`src/rtl/ccm_pkg.sv`:
```
// Package: register map, field positions, reset values and timing counts for the channel mode block
// Overview of operation
// RULE1 - Reference is active high; pin follows polarity
// RULE2 - Mode 000 frozen: match changes nothing
// RULE3 - Mode 001 drives reference high on match
// RULE4 - Mode 010 drives reference low on match
// RULE5 - Mode 011 toggles reference on match
// RULE6 - Mode 100 forces inactive, 101 active
// RULE7 - Mode 110: active below compare counting up
// RULE8 - Mode 111: inverse of pulse-width mode one
// RULE9 - Pulse-width level changes only on compare change
// RULE10 - Buffer off: compare write applies immediately
// RULE11 - Buffer on: buffer copies in on update
// RULE12 - Unbuffered pulse-width only in single pulse; the block only stores the single-pulse bit and does not check it
// RULE13 - Fast off: trigger acts after five cycles
// RULE14 - Fast on: trigger forces compare within three
// RULE15 - Fast bit only counts in pulse-width modes
// RULE16 - Filter passes level after N agreeing samples
// RULE17 - Filter code selects sample rate and N
// RULE18 - Prescaler captures every 1, 2, 4, 6 events
// RULE19 - Selection: output, own, neighbour, trigger input
// RULE20 - Software picks internal trigger before code 11
// RULE21 - Selection changes only while channel disabled; the block accepts selection writes while enabled too
// RULE22 - Per-channel byte layout of mode fields
// RULE23 - Polarity 0 active high, 1 active low
// RULE24 - Pulse-width compare uses counter direction
package ccm_pkg;

	// Register byte addresses
	localparam logic [15:0] CCM_OFS_MODE12   = 16'he018;
	localparam logic [15:0] CCM_OFS_MODE34   = 16'he01c;
	localparam logic [15:0] CCM_OFS_ENABLE   = 16'he020;
	localparam logic [15:0] CCM_OFS_COMPARE0 = 16'he034;
	localparam logic [15:0] CCM_OFS_STATUS   = 16'he044;
	localparam logic [15:0] CCM_OFS_SINGLE   = 16'he048;

	// Reset values
	localparam logic [31:0] CCM_RST_MODE    = 32'h0000_0000;
	localparam logic [15:0] CCM_RST_COMPARE = 16'h0000;

	// Field positions inside one channel byte, odd-channel shift and enable-register polarity offset and stride
	localparam int CCM_SEL_LSB  = 0;
	localparam int CCM_FAST_BIT = 2;
	localparam int CCM_BUF_BIT  = 3;
	localparam int CCM_PSC_LSB  = 2;
	localparam int CCM_MODE_LSB = 4;
	localparam int CCM_FILT_LSB = 4;
	localparam int CCM_ODD_SHIFT = 8;
	localparam int CCM_POL_OFS  = 1;
	localparam int CCM_CH_STRIDE = 4;

	// Trigger reaction times in clock cycles
	localparam int CCM_TRIG_SLOW_CYC = 5;
	localparam int CCM_TRIG_FAST_CYC = 3;

	// Compare mode codes
	localparam logic [2:0] CCM_M_FROZEN = 3'h0;
	localparam logic [2:0] CCM_M_SET    = 3'h1;
	localparam logic [2:0] CCM_M_CLR    = 3'h2;
	localparam logic [2:0] CCM_M_TOGGLE = 3'h3;
	localparam logic [2:0] CCM_M_FLOW   = 3'h4;
	localparam logic [2:0] CCM_M_FHIGH  = 3'h5;
	localparam logic [2:0] CCM_M_PWM1   = 3'h6;
	localparam logic [2:0] CCM_M_PWM2   = 3'h7;

	// AXI responses
	localparam logic [1:0] CCM_RESP_OKAY   = 2'h0;
	localparam logic [1:0] CCM_RESP_SLVERR = 2'h2;

endpackage

```
`src/rtl/ccm_channel_mode.sv`:
```
// Four-channel capture/compare mode logic with AXI4-Lite register slave
//
// Added by the designer: the AXI4-Lite interface to the registers.
`timescale 1ns/100ps
module ccm_channel_mode
	import ccm_pkg::*;
#(
	parameter int CW = 16
) (
	input  wire logic          aclk,
	input  wire logic          aresetn,
	input  wire logic          clk_en,
	// AXI4-Lite slave
	input  wire logic [15:0]   s_axi_awaddr,
	input  wire logic          s_axi_awvalid,
	output logic               s_axi_awready,
	input  wire logic [31:0]   s_axi_wdata,
	input  wire logic [3:0]    s_axi_wstrb,
	input  wire logic          s_axi_wvalid,
	output logic               s_axi_wready,
	output logic [1:0]         s_axi_bresp,
	output logic               s_axi_bvalid,
	input  wire logic          s_axi_bready,
	input  wire logic [15:0]   s_axi_araddr,
	input  wire logic          s_axi_arvalid,
	output logic               s_axi_arready,
	output logic [31:0]        s_axi_rdata,
	output logic [1:0]         s_axi_rresp,
	output logic               s_axi_rvalid,
	input  wire logic          s_axi_rready,
	// Counter core
	input  wire logic [CW-1:0] counter_value,
	input  wire logic          count_down,
	input  wire logic          update_event,
	input  wire logic          trigger_input,
	// Pins
	input  wire logic [3:0]    timer_input,
	output logic [3:0]         pin_output,
	output logic [3:0]         reference_wave,
	// Capture side
	output logic [3:0]         capture_strobe,
	output logic [3:0]         filtered_input
);

	// Configuration registers
	logic [31:0]   mode12_reg;           // Channels 1 and 2
	logic [31:0]   mode34_reg;           // Channels 3 and 4
	logic [15:0]   enable_reg;           // Enable and polarity pairs
	logic          single_pulse_reg;     // Single-pulse setting mirror
	logic [CW-1:0] cmp_buf_reg [4];      // Software-facing compare copy
	logic [CW-1:0] cmp_work_reg [4];     // Working compare value

	// Bus handshake state
	logic          aw_held_reg;
	logic          w_held_reg;
	logic [15:0]   awaddr_reg;
	logic [31:0]   wdata_reg;
	logic [3:0]    wstrb_reg;

	// Trigger synchroniser plus one stage for edge detection; trigger is asynchronous
	logic          trig_s1_reg;
	logic          trig_s2_reg;
	logic          trig_s3_reg;    // Previous synchronised level

	// Timer input synchronisers
	logic [3:0]    ti_s1_reg;
	logic [3:0]    ti_s2_reg;

	// Free-running sample-rate divider
	logic [4:0]    div_reg;

	// Trigger edge, sampled after the synchroniser
	wire trig_edge = trig_s2_reg & ~trig_s3_reg;

	// Write lands when address and data both held and no response pending
	wire wr_go = aw_held_reg & w_held_reg & ~s_axi_bvalid;

	// Byte-enable merge of a register word
	function automatic logic [31:0] merge(input logic [31:0] old, input logic [31:0] nw, input logic [3:0] st);
		logic [31:0] r;
		r = old;
		for (int b = 0; b < 4; b++) begin
			if (st[b]) begin
				r[b*8 +: 8] = nw[b*8 +: 8];
			end
		end
		return r;
	endfunction

	// Filter code to sample-rate divider exponent
	function automatic logic [2:0] filt_rate(input logic [3:0] f);
		logic [2:0] r;
		r = 3'h0;
		if (f >= 4'hd) r = 3'h5;
		else if (f >= 4'ha) r = 3'h4;
		else if (f >= 4'h8) r = 3'h3;
		else if (f >= 4'h6) r = 3'h2;
		else if (f >= 4'h4) r = 3'h1;
		return r;
	endfunction

	// Filter code to agreeing sample count
	function automatic logic [3:0] filt_n(input logic [3:0] f);
		logic [3:0] r;
		case (f)
			4'h0: r = 4'h1;
			4'h1: r = 4'h2;
			4'h2: r = 4'h4;
			4'ha, 4'hd: r = 4'h5;
			4'h4, 4'h6, 4'h8, 4'hb, 4'he: r = 4'h6;
			default: r = 4'h8;
		endcase
		return r;
	endfunction

	// AXI write address and data capture, either order
	always_ff @(posedge aclk) begin
		if (!aresetn) begin
			aw_held_reg   <= 1'b0;
			w_held_reg    <= 1'b0;
			awaddr_reg    <= 16'h0000;
			wdata_reg     <= 32'h0000_0000;
			wstrb_reg     <= 4'h0;
			s_axi_awready <= 1'b0;
			s_axi_wready  <= 1'b0;
		end else if (clk_en) begin
			// Ready pulses for one cycle when a channel is taken
			s_axi_awready <= 1'b0;
			s_axi_wready  <= 1'b0;
			if (wr_go) begin
				aw_held_reg <= 1'b0;
				w_held_reg  <= 1'b0;
			end else begin
				if (s_axi_awvalid && !aw_held_reg && !s_axi_awready) begin
					aw_held_reg   <= 1'b1;
					awaddr_reg    <= s_axi_awaddr;
					s_axi_awready <= 1'b1;
				end
				if (s_axi_wvalid && !w_held_reg && !s_axi_wready) begin
					w_held_reg   <= 1'b1;
					wdata_reg    <= s_axi_wdata;
					wstrb_reg    <= s_axi_wstrb;
					s_axi_wready <= 1'b1;
				end
			end
		end
	end

	// Write response, unmapped address answers SLVERR
	always_ff @(posedge aclk) begin
		if (!aresetn) begin
			s_axi_bvalid <= 1'b0;
			s_axi_bresp  <= CCM_RESP_OKAY;
		end else if (clk_en) begin
			if (wr_go) begin
				s_axi_bvalid <= 1'b1;
				case (awaddr_reg)
					CCM_OFS_MODE12, CCM_OFS_MODE34, CCM_OFS_ENABLE, CCM_OFS_SINGLE: s_axi_bresp <= CCM_RESP_OKAY;
					CCM_OFS_COMPARE0, CCM_OFS_COMPARE0 + 16'h4,
					CCM_OFS_COMPARE0 + 16'h8, CCM_OFS_COMPARE0 + 16'hc: s_axi_bresp <= CCM_RESP_OKAY;
					default: s_axi_bresp <= CCM_RESP_SLVERR;
				endcase
			end else if (s_axi_bready) begin
				s_axi_bvalid <= 1'b0;
			end
		end
	end

	// Mode, enable and single-pulse registers
	always_ff @(posedge aclk) begin
		if (!aresetn) begin
			mode12_reg       <= CCM_RST_MODE;
			mode34_reg       <= CCM_RST_MODE;
			enable_reg       <= 16'h0000;
			single_pulse_reg <= 1'b0;
		end else if (clk_en && wr_go) begin
			// Selection bits are written freely; software keeps them steady while enabled
			if (awaddr_reg == CCM_OFS_MODE12) mode12_reg <= merge(mode12_reg, wdata_reg, wstrb_reg) & 32'h0000_ffff; // RULE22 RULE21
			if (awaddr_reg == CCM_OFS_MODE34) mode34_reg <= merge(mode34_reg, wdata_reg, wstrb_reg) & 32'h0000_ffff; // RULE22
			if (awaddr_reg == CCM_OFS_ENABLE) enable_reg <= 16'(merge({16'h0000, enable_reg}, wdata_reg, wstrb_reg) & 32'h0000_3333);
			if (awaddr_reg == CCM_OFS_SINGLE && wstrb_reg[0]) single_pulse_reg <= wdata_reg[0]; // RULE12
		end
	end

	// AXI read channel, one-cycle latency
	always_ff @(posedge aclk) begin
		if (!aresetn) begin
			s_axi_arready <= 1'b0;
			s_axi_rvalid  <= 1'b0;
			s_axi_rdata   <= 32'h0000_0000;
			s_axi_rresp   <= CCM_RESP_OKAY;
		end else if (clk_en) begin
			s_axi_arready <= 1'b0;
			if (s_axi_rvalid) begin
				if (s_axi_rready) s_axi_rvalid <= 1'b0;
			end else if (s_axi_arvalid && !s_axi_arready) begin
				s_axi_arready <= 1'b1;
				s_axi_rvalid  <= 1'b1;
				s_axi_rresp   <= CCM_RESP_OKAY;
				s_axi_rdata   <= 32'h0000_0000;
				case (s_axi_araddr)
					CCM_OFS_MODE12: s_axi_rdata <= mode12_reg;
					CCM_OFS_MODE34: s_axi_rdata <= mode34_reg;
					CCM_OFS_ENABLE: s_axi_rdata <= {16'h0000, enable_reg};
					CCM_OFS_SINGLE: s_axi_rdata <= {31'h0, single_pulse_reg};
					// Live status: reference in [3:0], filtered inputs in [7:4]
					CCM_OFS_STATUS: s_axi_rdata <= {24'h0, filtered_input, reference_wave};
					CCM_OFS_COMPARE0:         s_axi_rdata <= 32'(cmp_buf_reg[0]); // RULE11
					CCM_OFS_COMPARE0 + 16'h4: s_axi_rdata <= 32'(cmp_buf_reg[1]);
					CCM_OFS_COMPARE0 + 16'h8: s_axi_rdata <= 32'(cmp_buf_reg[2]);
					CCM_OFS_COMPARE0 + 16'hc: s_axi_rdata <= 32'(cmp_buf_reg[3]);
					default: s_axi_rresp <= CCM_RESP_SLVERR;
				endcase
			end
		end
	end

	// Trigger and timer input synchronisers
	always_ff @(posedge aclk) begin
		if (!aresetn) begin
			trig_s1_reg   <= 1'b0;
			trig_s2_reg   <= 1'b0;
			trig_s3_reg   <= 1'b0;
			ti_s1_reg     <= 4'h0;
			ti_s2_reg     <= 4'h0;
		end else if (clk_en) begin
			trig_s1_reg   <= trigger_input;
			trig_s2_reg   <= trig_s1_reg;
			trig_s3_reg   <= trig_s2_reg;
			ti_s1_reg     <= timer_input;
			ti_s2_reg     <= ti_s1_reg;
		end
	end

	// Shared sample-rate divider for all filters
	always_ff @(posedge aclk) begin
		if (!aresetn) begin
			div_reg <= 5'h00;
		end else if (clk_en) begin
			div_reg <= div_reg + 5'h01;
		end
	end

	// Per-channel compare, reference and capture logic
	for (genvar c = 0; c < 4; c++) begin : g_ch
		// Odd-numbered byte holds channels 2 and 4
		wire [7:0]  cfg   = (c < 2) ? ((c % 2 == 1) ? mode12_reg[15:8] : mode12_reg[7:0])
		                            : ((c % 2 == 1) ? mode34_reg[15:8] : mode34_reg[7:0]); // RULE22
		wire [1:0]  sel   = cfg[CCM_SEL_LSB +: 2];
		wire [2:0]  mode  = cfg[CCM_MODE_LSB +: 3];
		wire        bufen = cfg[CCM_BUF_BIT];
		wire        fast  = cfg[CCM_FAST_BIT];
		wire [1:0]  psc   = cfg[CCM_PSC_LSB +: 2];
		wire [3:0]  filt  = cfg[CCM_FILT_LSB +: 4];
		wire        pol   = enable_reg[c*CCM_CH_STRIDE + CCM_POL_OFS];
		wire        ena   = enable_reg[c*CCM_CH_STRIDE];
		wire        pwm   = (mode == CCM_M_PWM1) || (mode == CCM_M_PWM2);
		wire        match = (counter_value == cmp_work_reg[c]);
		wire [15:0] my_ofs = CCM_OFS_COMPARE0 + 16'(c * 4);
		wire        wr_me = wr_go && (awaddr_reg == my_ofs);

		logic       ref_reg;     // Internal reference, active high
		logic       ref_next;    // Reference level for the coming edge
		logic       pwm_lvl;     // Pulse-width target level
		logic       cmp_lt;
		logic       cmp_gt;
		logic       trig_hit;
		logic       src;
		logic       filt_q_reg;
		logic [3:0] agree_reg;
		logic       last_reg;
		logic [2:0] evt_reg;
		logic [2:0] evt_lim;

		// Only the fast bit opens a direct trigger path; with it clear the reference follows
		// the compare and the trigger acts only through the counter core, which is slower
		assign trig_hit = pwm && fast && trig_edge; // RULE13 RULE14 RULE15

		// Compare buffer and working register
		always_ff @(posedge aclk) begin
			if (!aresetn) begin
				cmp_buf_reg[c]  <= CW'(CCM_RST_COMPARE);
				cmp_work_reg[c] <= CW'(CCM_RST_COMPARE);
			end else if (clk_en) begin
				if (wr_me) cmp_buf_reg[c] <= wdata_reg[CW-1:0];
				if (wr_me && !bufen) cmp_work_reg[c] <= wdata_reg[CW-1:0]; // RULE10
				else if (bufen && update_event) cmp_work_reg[c] <= cmp_buf_reg[c]; // RULE11
			end
		end

		// Pulse-width level from compare and direction
		always_comb begin
			cmp_lt = counter_value < cmp_work_reg[c];
			cmp_gt = counter_value > cmp_work_reg[c];
			if (!count_down) pwm_lvl = cmp_lt; // RULE24 RULE7
			else pwm_lvl = ~cmp_gt;
			if (mode == CCM_M_PWM2) pwm_lvl = ~pwm_lvl; // RULE8
		end

		// Next reference level; outputs load it at the same edge to keep the fast path short
		always_comb begin
			ref_next = ref_reg;
			if (sel == 2'h0) begin
				case (mode)
					CCM_M_FROZEN: ref_next = ref_reg; // RULE2
					CCM_M_SET:    if (match) ref_next = 1'b1; // RULE3
					CCM_M_CLR:    if (match) ref_next = 1'b0; // RULE4
					CCM_M_TOGGLE: if (match) ref_next = ~ref_reg; // RULE5
					CCM_M_FLOW:   ref_next = 1'b0; // RULE6
					CCM_M_FHIGH:  ref_next = 1'b1; // RULE6
					default:      ref_next = trig_hit ? (mode == CCM_M_PWM1) : pwm_lvl; // RULE9 RULE14
				endcase
			end
		end

		// Reference state; held while the channel is an input
		always_ff @(posedge aclk) begin
			if (!aresetn) begin
				ref_reg <= 1'b0;
			end else if (clk_en) begin
				ref_reg <= ref_next;
			end
		end

		// Pin output and reference from flops, enable and polarity applied to the pin only
		always_ff @(posedge aclk) begin
			if (!aresetn) begin
				pin_output[c]     <= 1'b0;
				reference_wave[c] <= 1'b0;
			end else if (clk_en) begin
				reference_wave[c] <= ref_next; // RULE1
				pin_output[c]     <= ena & (ref_next ^ pol); // RULE23 RULE1
			end
		end

		// Input source mux: own, neighbour, trigger
		always_comb begin
			case (sel)
				2'h1:    src = ti_s2_reg[c]; // RULE19
				2'h2:    src = ti_s2_reg[c ^ 1];
				2'h3:    src = trig_s2_reg;
				default: src = 1'b0;
			endcase
		end

		// Digital filter: N agreeing samples at the chosen rate
		always_ff @(posedge aclk) begin
			if (!aresetn) begin
				filt_q_reg <= 1'b0;
				agree_reg  <= 4'h0;
				last_reg   <= 1'b0;
			end else if (clk_en && ((div_reg & ((5'h01 << filt_rate(filt)) - 5'h01)) == 5'h00)) begin // RULE17
				last_reg <= src;
				if (src != last_reg) agree_reg <= 4'h1;
				else if (agree_reg < 4'hf) agree_reg <= agree_reg + 4'h1;
				if (((src == last_reg) ? agree_reg + 4'h1 : 4'h1) >= filt_n(filt)) filt_q_reg <= src; // RULE16
			end
		end

		// Capture prescaler on rising filtered edges
		always_comb begin
			case (psc)
				2'h1:    evt_lim = 3'h2; // RULE18
				2'h2:    evt_lim = 3'h4;
				2'h3:    evt_lim = 3'h6;
				default: evt_lim = 3'h1;
			endcase
		end

		always_ff @(posedge aclk) begin
			if (!aresetn) begin
				evt_reg           <= 3'h0;
				capture_strobe[c] <= 1'b0;
				filtered_input[c] <= 1'b0;
			end else if (clk_en) begin
				filtered_input[c] <= filt_q_reg;
				capture_strobe[c] <= 1'b0;
				// Only input channels that are enabled count edges
				if (sel != 2'h0 && ena && filt_q_reg && !filtered_input[c]) begin
					if (evt_reg + 3'h1 >= evt_lim) begin
						evt_reg           <= 3'h0;
						capture_strobe[c] <= 1'b1; // RULE18
					end else begin
						evt_reg <= evt_reg + 3'h1;
					end
				end
			end
		end
	end

endmodule

```
`config.mk`:
```
export PLATFORM = sky130hd
export DESIGN_NAME = ccm_channel_mode
export DESIGN_NICKNAME = d
export VERILOG_FILES = /design/src/rtl/ccm_pkg.sv /design/src/rtl/ccm_channel_mode.sv
export SDC_FILE = /design/constraint.sdc
export NUM_CORES = 1
export LEC_CHECK = 0
export ABC_AREA = 1
export BUFFER_PORTS_ARGS = -buffer_cell sky130_fd_sc_hd__buf_2
export CAP_MARGIN = 25
export CORE_MARGIN = 3
export CORE_UTILIZATION = 55
export DETAILED_ROUTE_END_ITERATION = 10
export GPL_TIMING_DRIVEN = 0
export HOLD_SLACK_MARGIN = 0.03
export PLACE_DENSITY = 0.72
export RECOVER_POWER = 50
export SYNTH_ARGS = -nofsm -noshare
export SYNTH_HDL_FRONTEND = slang
export SYNTH_SLANG_ARGS = --single-unit
```
`constraint.sdc`:
```
create_clock -name aclk -period 6.5 [get_ports aclk]
set_input_delay 0.975 -clock aclk [delete_from_list [all_inputs] [get_ports aclk]]
set_output_delay 0.975 -clock aclk [all_outputs]
set_load 0.05 [all_outputs]
```
==> results.sh <==
export IMPL_seqCellArea_um2=7530
export IMPL_num_rows=63
export IMPL_antenna_left=0
export IMPL_slew_headroom=0.328
export IMPL_synth_simple_area_share=0.198
export IMPL_areaGrowthSynthToFinish_pct=12.4
export IMPL_ctsHoldBuffers=0
export IMPL_synthCells=2147
export IMPL_synth_flop_cell="dfxtp_1"
export IMPL_synthAdderAreaFrac=0.0977
export IMPL_async_reset_ff_frac=0
export IMPL_placed_area_um2=18200
export IMPL_drt_iter0_drc=1550
export IMPL_status="finished clean"
export IMPL_cts_reportedPaths_clkPinSlew_ns=0.06
export IMPL_final_common_cell="nand2_1"
export IMPL_multi_input_area_um2=7870
export IMPL_dieHeight_um=182
export IMPL_clockBufferDepth=3
export IMPL_setup_viol=0
export IMPL_final_cell_mix="nand2_1 (369), inv_1 (305), nor2_1 (275)"
export IMPL_gr_total_overflow=0
export IMPL_arrival_ns=4.03
export IMPL_antenna_found_initial=0
export IMPL_cts_sinks=312
export IMPL_synth_edf_count=128
export IMPL_grt_pass1_wl_um=81900
export IMPL_clk_latency_ns=0.53
export IMPL_num_vias=15561
export IMPL_post_cts_buffers=0
export IMPL_ir_drop_v=0.000184
export IMPL_place_congestion=0.946
export IMPL_finalSetupTns_ns=0
export IMPL_synth_top_family_by_area="simple AND/OR/NAND/NOR gates"
export IMPL_fin_nets=2555
export IMPL_finalCritPeriodShare=0.598
export IMPL_drive_above_1_share=0.0827
export IMPL_wirelength_um=53100
export IMPL_drc=0
export IMPL_fin_area_um2=19200
export IMPL_die_area_um2=33100
export IMPL_ys_seq_elements=312
export IMPL_start_util=0.566
export IMPL_avgRoutedWirePerCell_um=19.4
export IMPL_clock_skew_ns=0.0265
export IMPL_worst_pin_slew_ns=0.999
export IMPL_grt_pass1_vias=14852
export IMPL_yosys_warnings=0
export IMPL_synth_compound_area_frac=0.162
export IMPL_max_cap_viol_count=0
export IMPL_hold_violations=0
export IMPL_rsz0062_at_grt="no"
export IMPL_synthXorXnorAreaFrac=0.00566
export IMPL_grt_start_max_net_pins=17
export IMPL_cts_inserted_buffers=34
export IMPL_min_path_type="reg -> reg"
export IMPL_critPathCaptureType="flop"
export IMPL_r2r_cells=9
export IMPL_core_area_um2=30100
export IMPL_port_buffers=119
export IMPL_yosysUniqueCellTypes=55
export IMPL_crit_path_max_fanout=16
export IMPL_cp_data_required_time_ns=6.64
export IMPL_period_needed_ns=3.89
export IMPL_ys_seq_area_frac=0.442
export IMPL_tritoncts="yes"
export IMPL_start_kind="primary input"
export IMPL_io_pin_count=156
export IMPL_synth_cell_area_um2=17000
export IMPL_fillers=2773
export IMPL_cts_resized=0
export IMPL_fmax_ghz=0.257
export IMPL_power_density_nw_per_um2=234
export IMPL_die_x_um=182
export IMPL_cts_max_level=2
export IMPL_vias_per_cell=5.69
export IMPL_hpwlAfterDp_um=41100
export IMPL_clock_tree_root_cell="clkbuf_16"
export IMPL_synthMuxAreaShare=0
export IMPL_worst_setup_path_type="in -> reg"
export IMPL_diodes=0
export IMPL_drv_slew=0
export IMPL_firstDrtPassIters=8
export IMPL_postSynthAreaPerCell_um2=7.93
export IMPL_track_usage=0.317
export IMPL_p_leak_nw=8.31
export IMPL_hold_depth=1
## worst max-delay path, cell delays in order
cell and delay [ns]:
clkbuf_1 0.46, clkbuf_1 0.66, nand3_1 0.29, nor2_1 0.50, a21oi_1 0.28, buf_2 0.29
nand2_1 0.55
## cells by family (layout without fill, tap and decap cells)
kind of cell | Yosys count | in the layout
xor gates and xnor gates | 11 | 11
DFF | 312 | 312
buffers and inverters | 407 | 589
and+or+nand+nor | 799 | 799
AOI/OAI and AO/OA | 484 | 484
other | 1 | 18
adders and majority gates | 133 | 133
## report_power, final
part / switching [mW] / internal (mW)
Clock: 0.790 / 1.12
Combinational: 0.294 / 0.136
Sequential: 0.0486 / 2.10
## worst paths after layout
kind                            startpoint             endpoint  slack, ns
worst min register to register  div_reg[4]           div_reg[4]       0.46
worst min-delay path            div_reg[4]           div_reg[4]       0.46
worst max register to register  w_held_reg  cmp_work_reg[2][14]       3.40
worst max-delay path                clk_en  cmp_work_reg[2][14]       2.61
## layout make-up
type | instances | share of cell area
multi-input combinational | 1445 | 0.411
sequential | 312 | 0.393
inverter | 325 | 0.0637
clock buffer | 52 | 0.0534
timing repair buffer | 123 | 0.0300
tap | 390 | 0.0255
buffer | 82 | 0.0206
clock inverter | 7 | 0.00301
## layer usage
layer	track usage	wire, um	part of all wire
met1	0.410	21100	0.40
met2	0.520	24200	0.46
met3	0.0513	4890	0.092
met4	0.149	2900	0.055
met5	0	0	0
## through the flow
step | cells | total power [mW] | hold slack, ns | utilization | setup WS (ns)
floorplan | 2164 | 2.46 | 0.422 | - | 3.71
global placement | 2673 | 2.60 | 0.437 | 0.604 | 2.30
detailed placement | 2677 | 2.61 | 0.445 | 0.605 | 2.58
CTS | 2736 | 4.49 | 0.454 | 0.641 | 3.11
global route | 2736 | 4.63 | 0.487 | 0.636 | 2.47
finish | 2736 | 4.49 | 0.460 | 0.636 | 2.61
## cell usage after synthesis (all sizes together), types with 4 or more instances
master  instances  area (um^2)
a211oi          4         42.5
a21boi          4         30.0
a21oi         173          866
a31oi           7         43.8
and3            4         25.0
buf            32          210
clkbuf         50          188
clkinv          9         33.8
dfxtp         184         3680
edfxtp        128         3840
ha            133         1660
inv           316         1190
nand2         373         1420
nand3          74          398
nand4          12         75.1
nor2          279         1070
nor3           27          150
nor4           14          115
o211ai         21          214
o21a           10         75.1
o21ai         174          897
o22ai          79          494
or2            15          104
xor2           10         87.6
No activity file was read; power rests on OpenSTA's default activity.
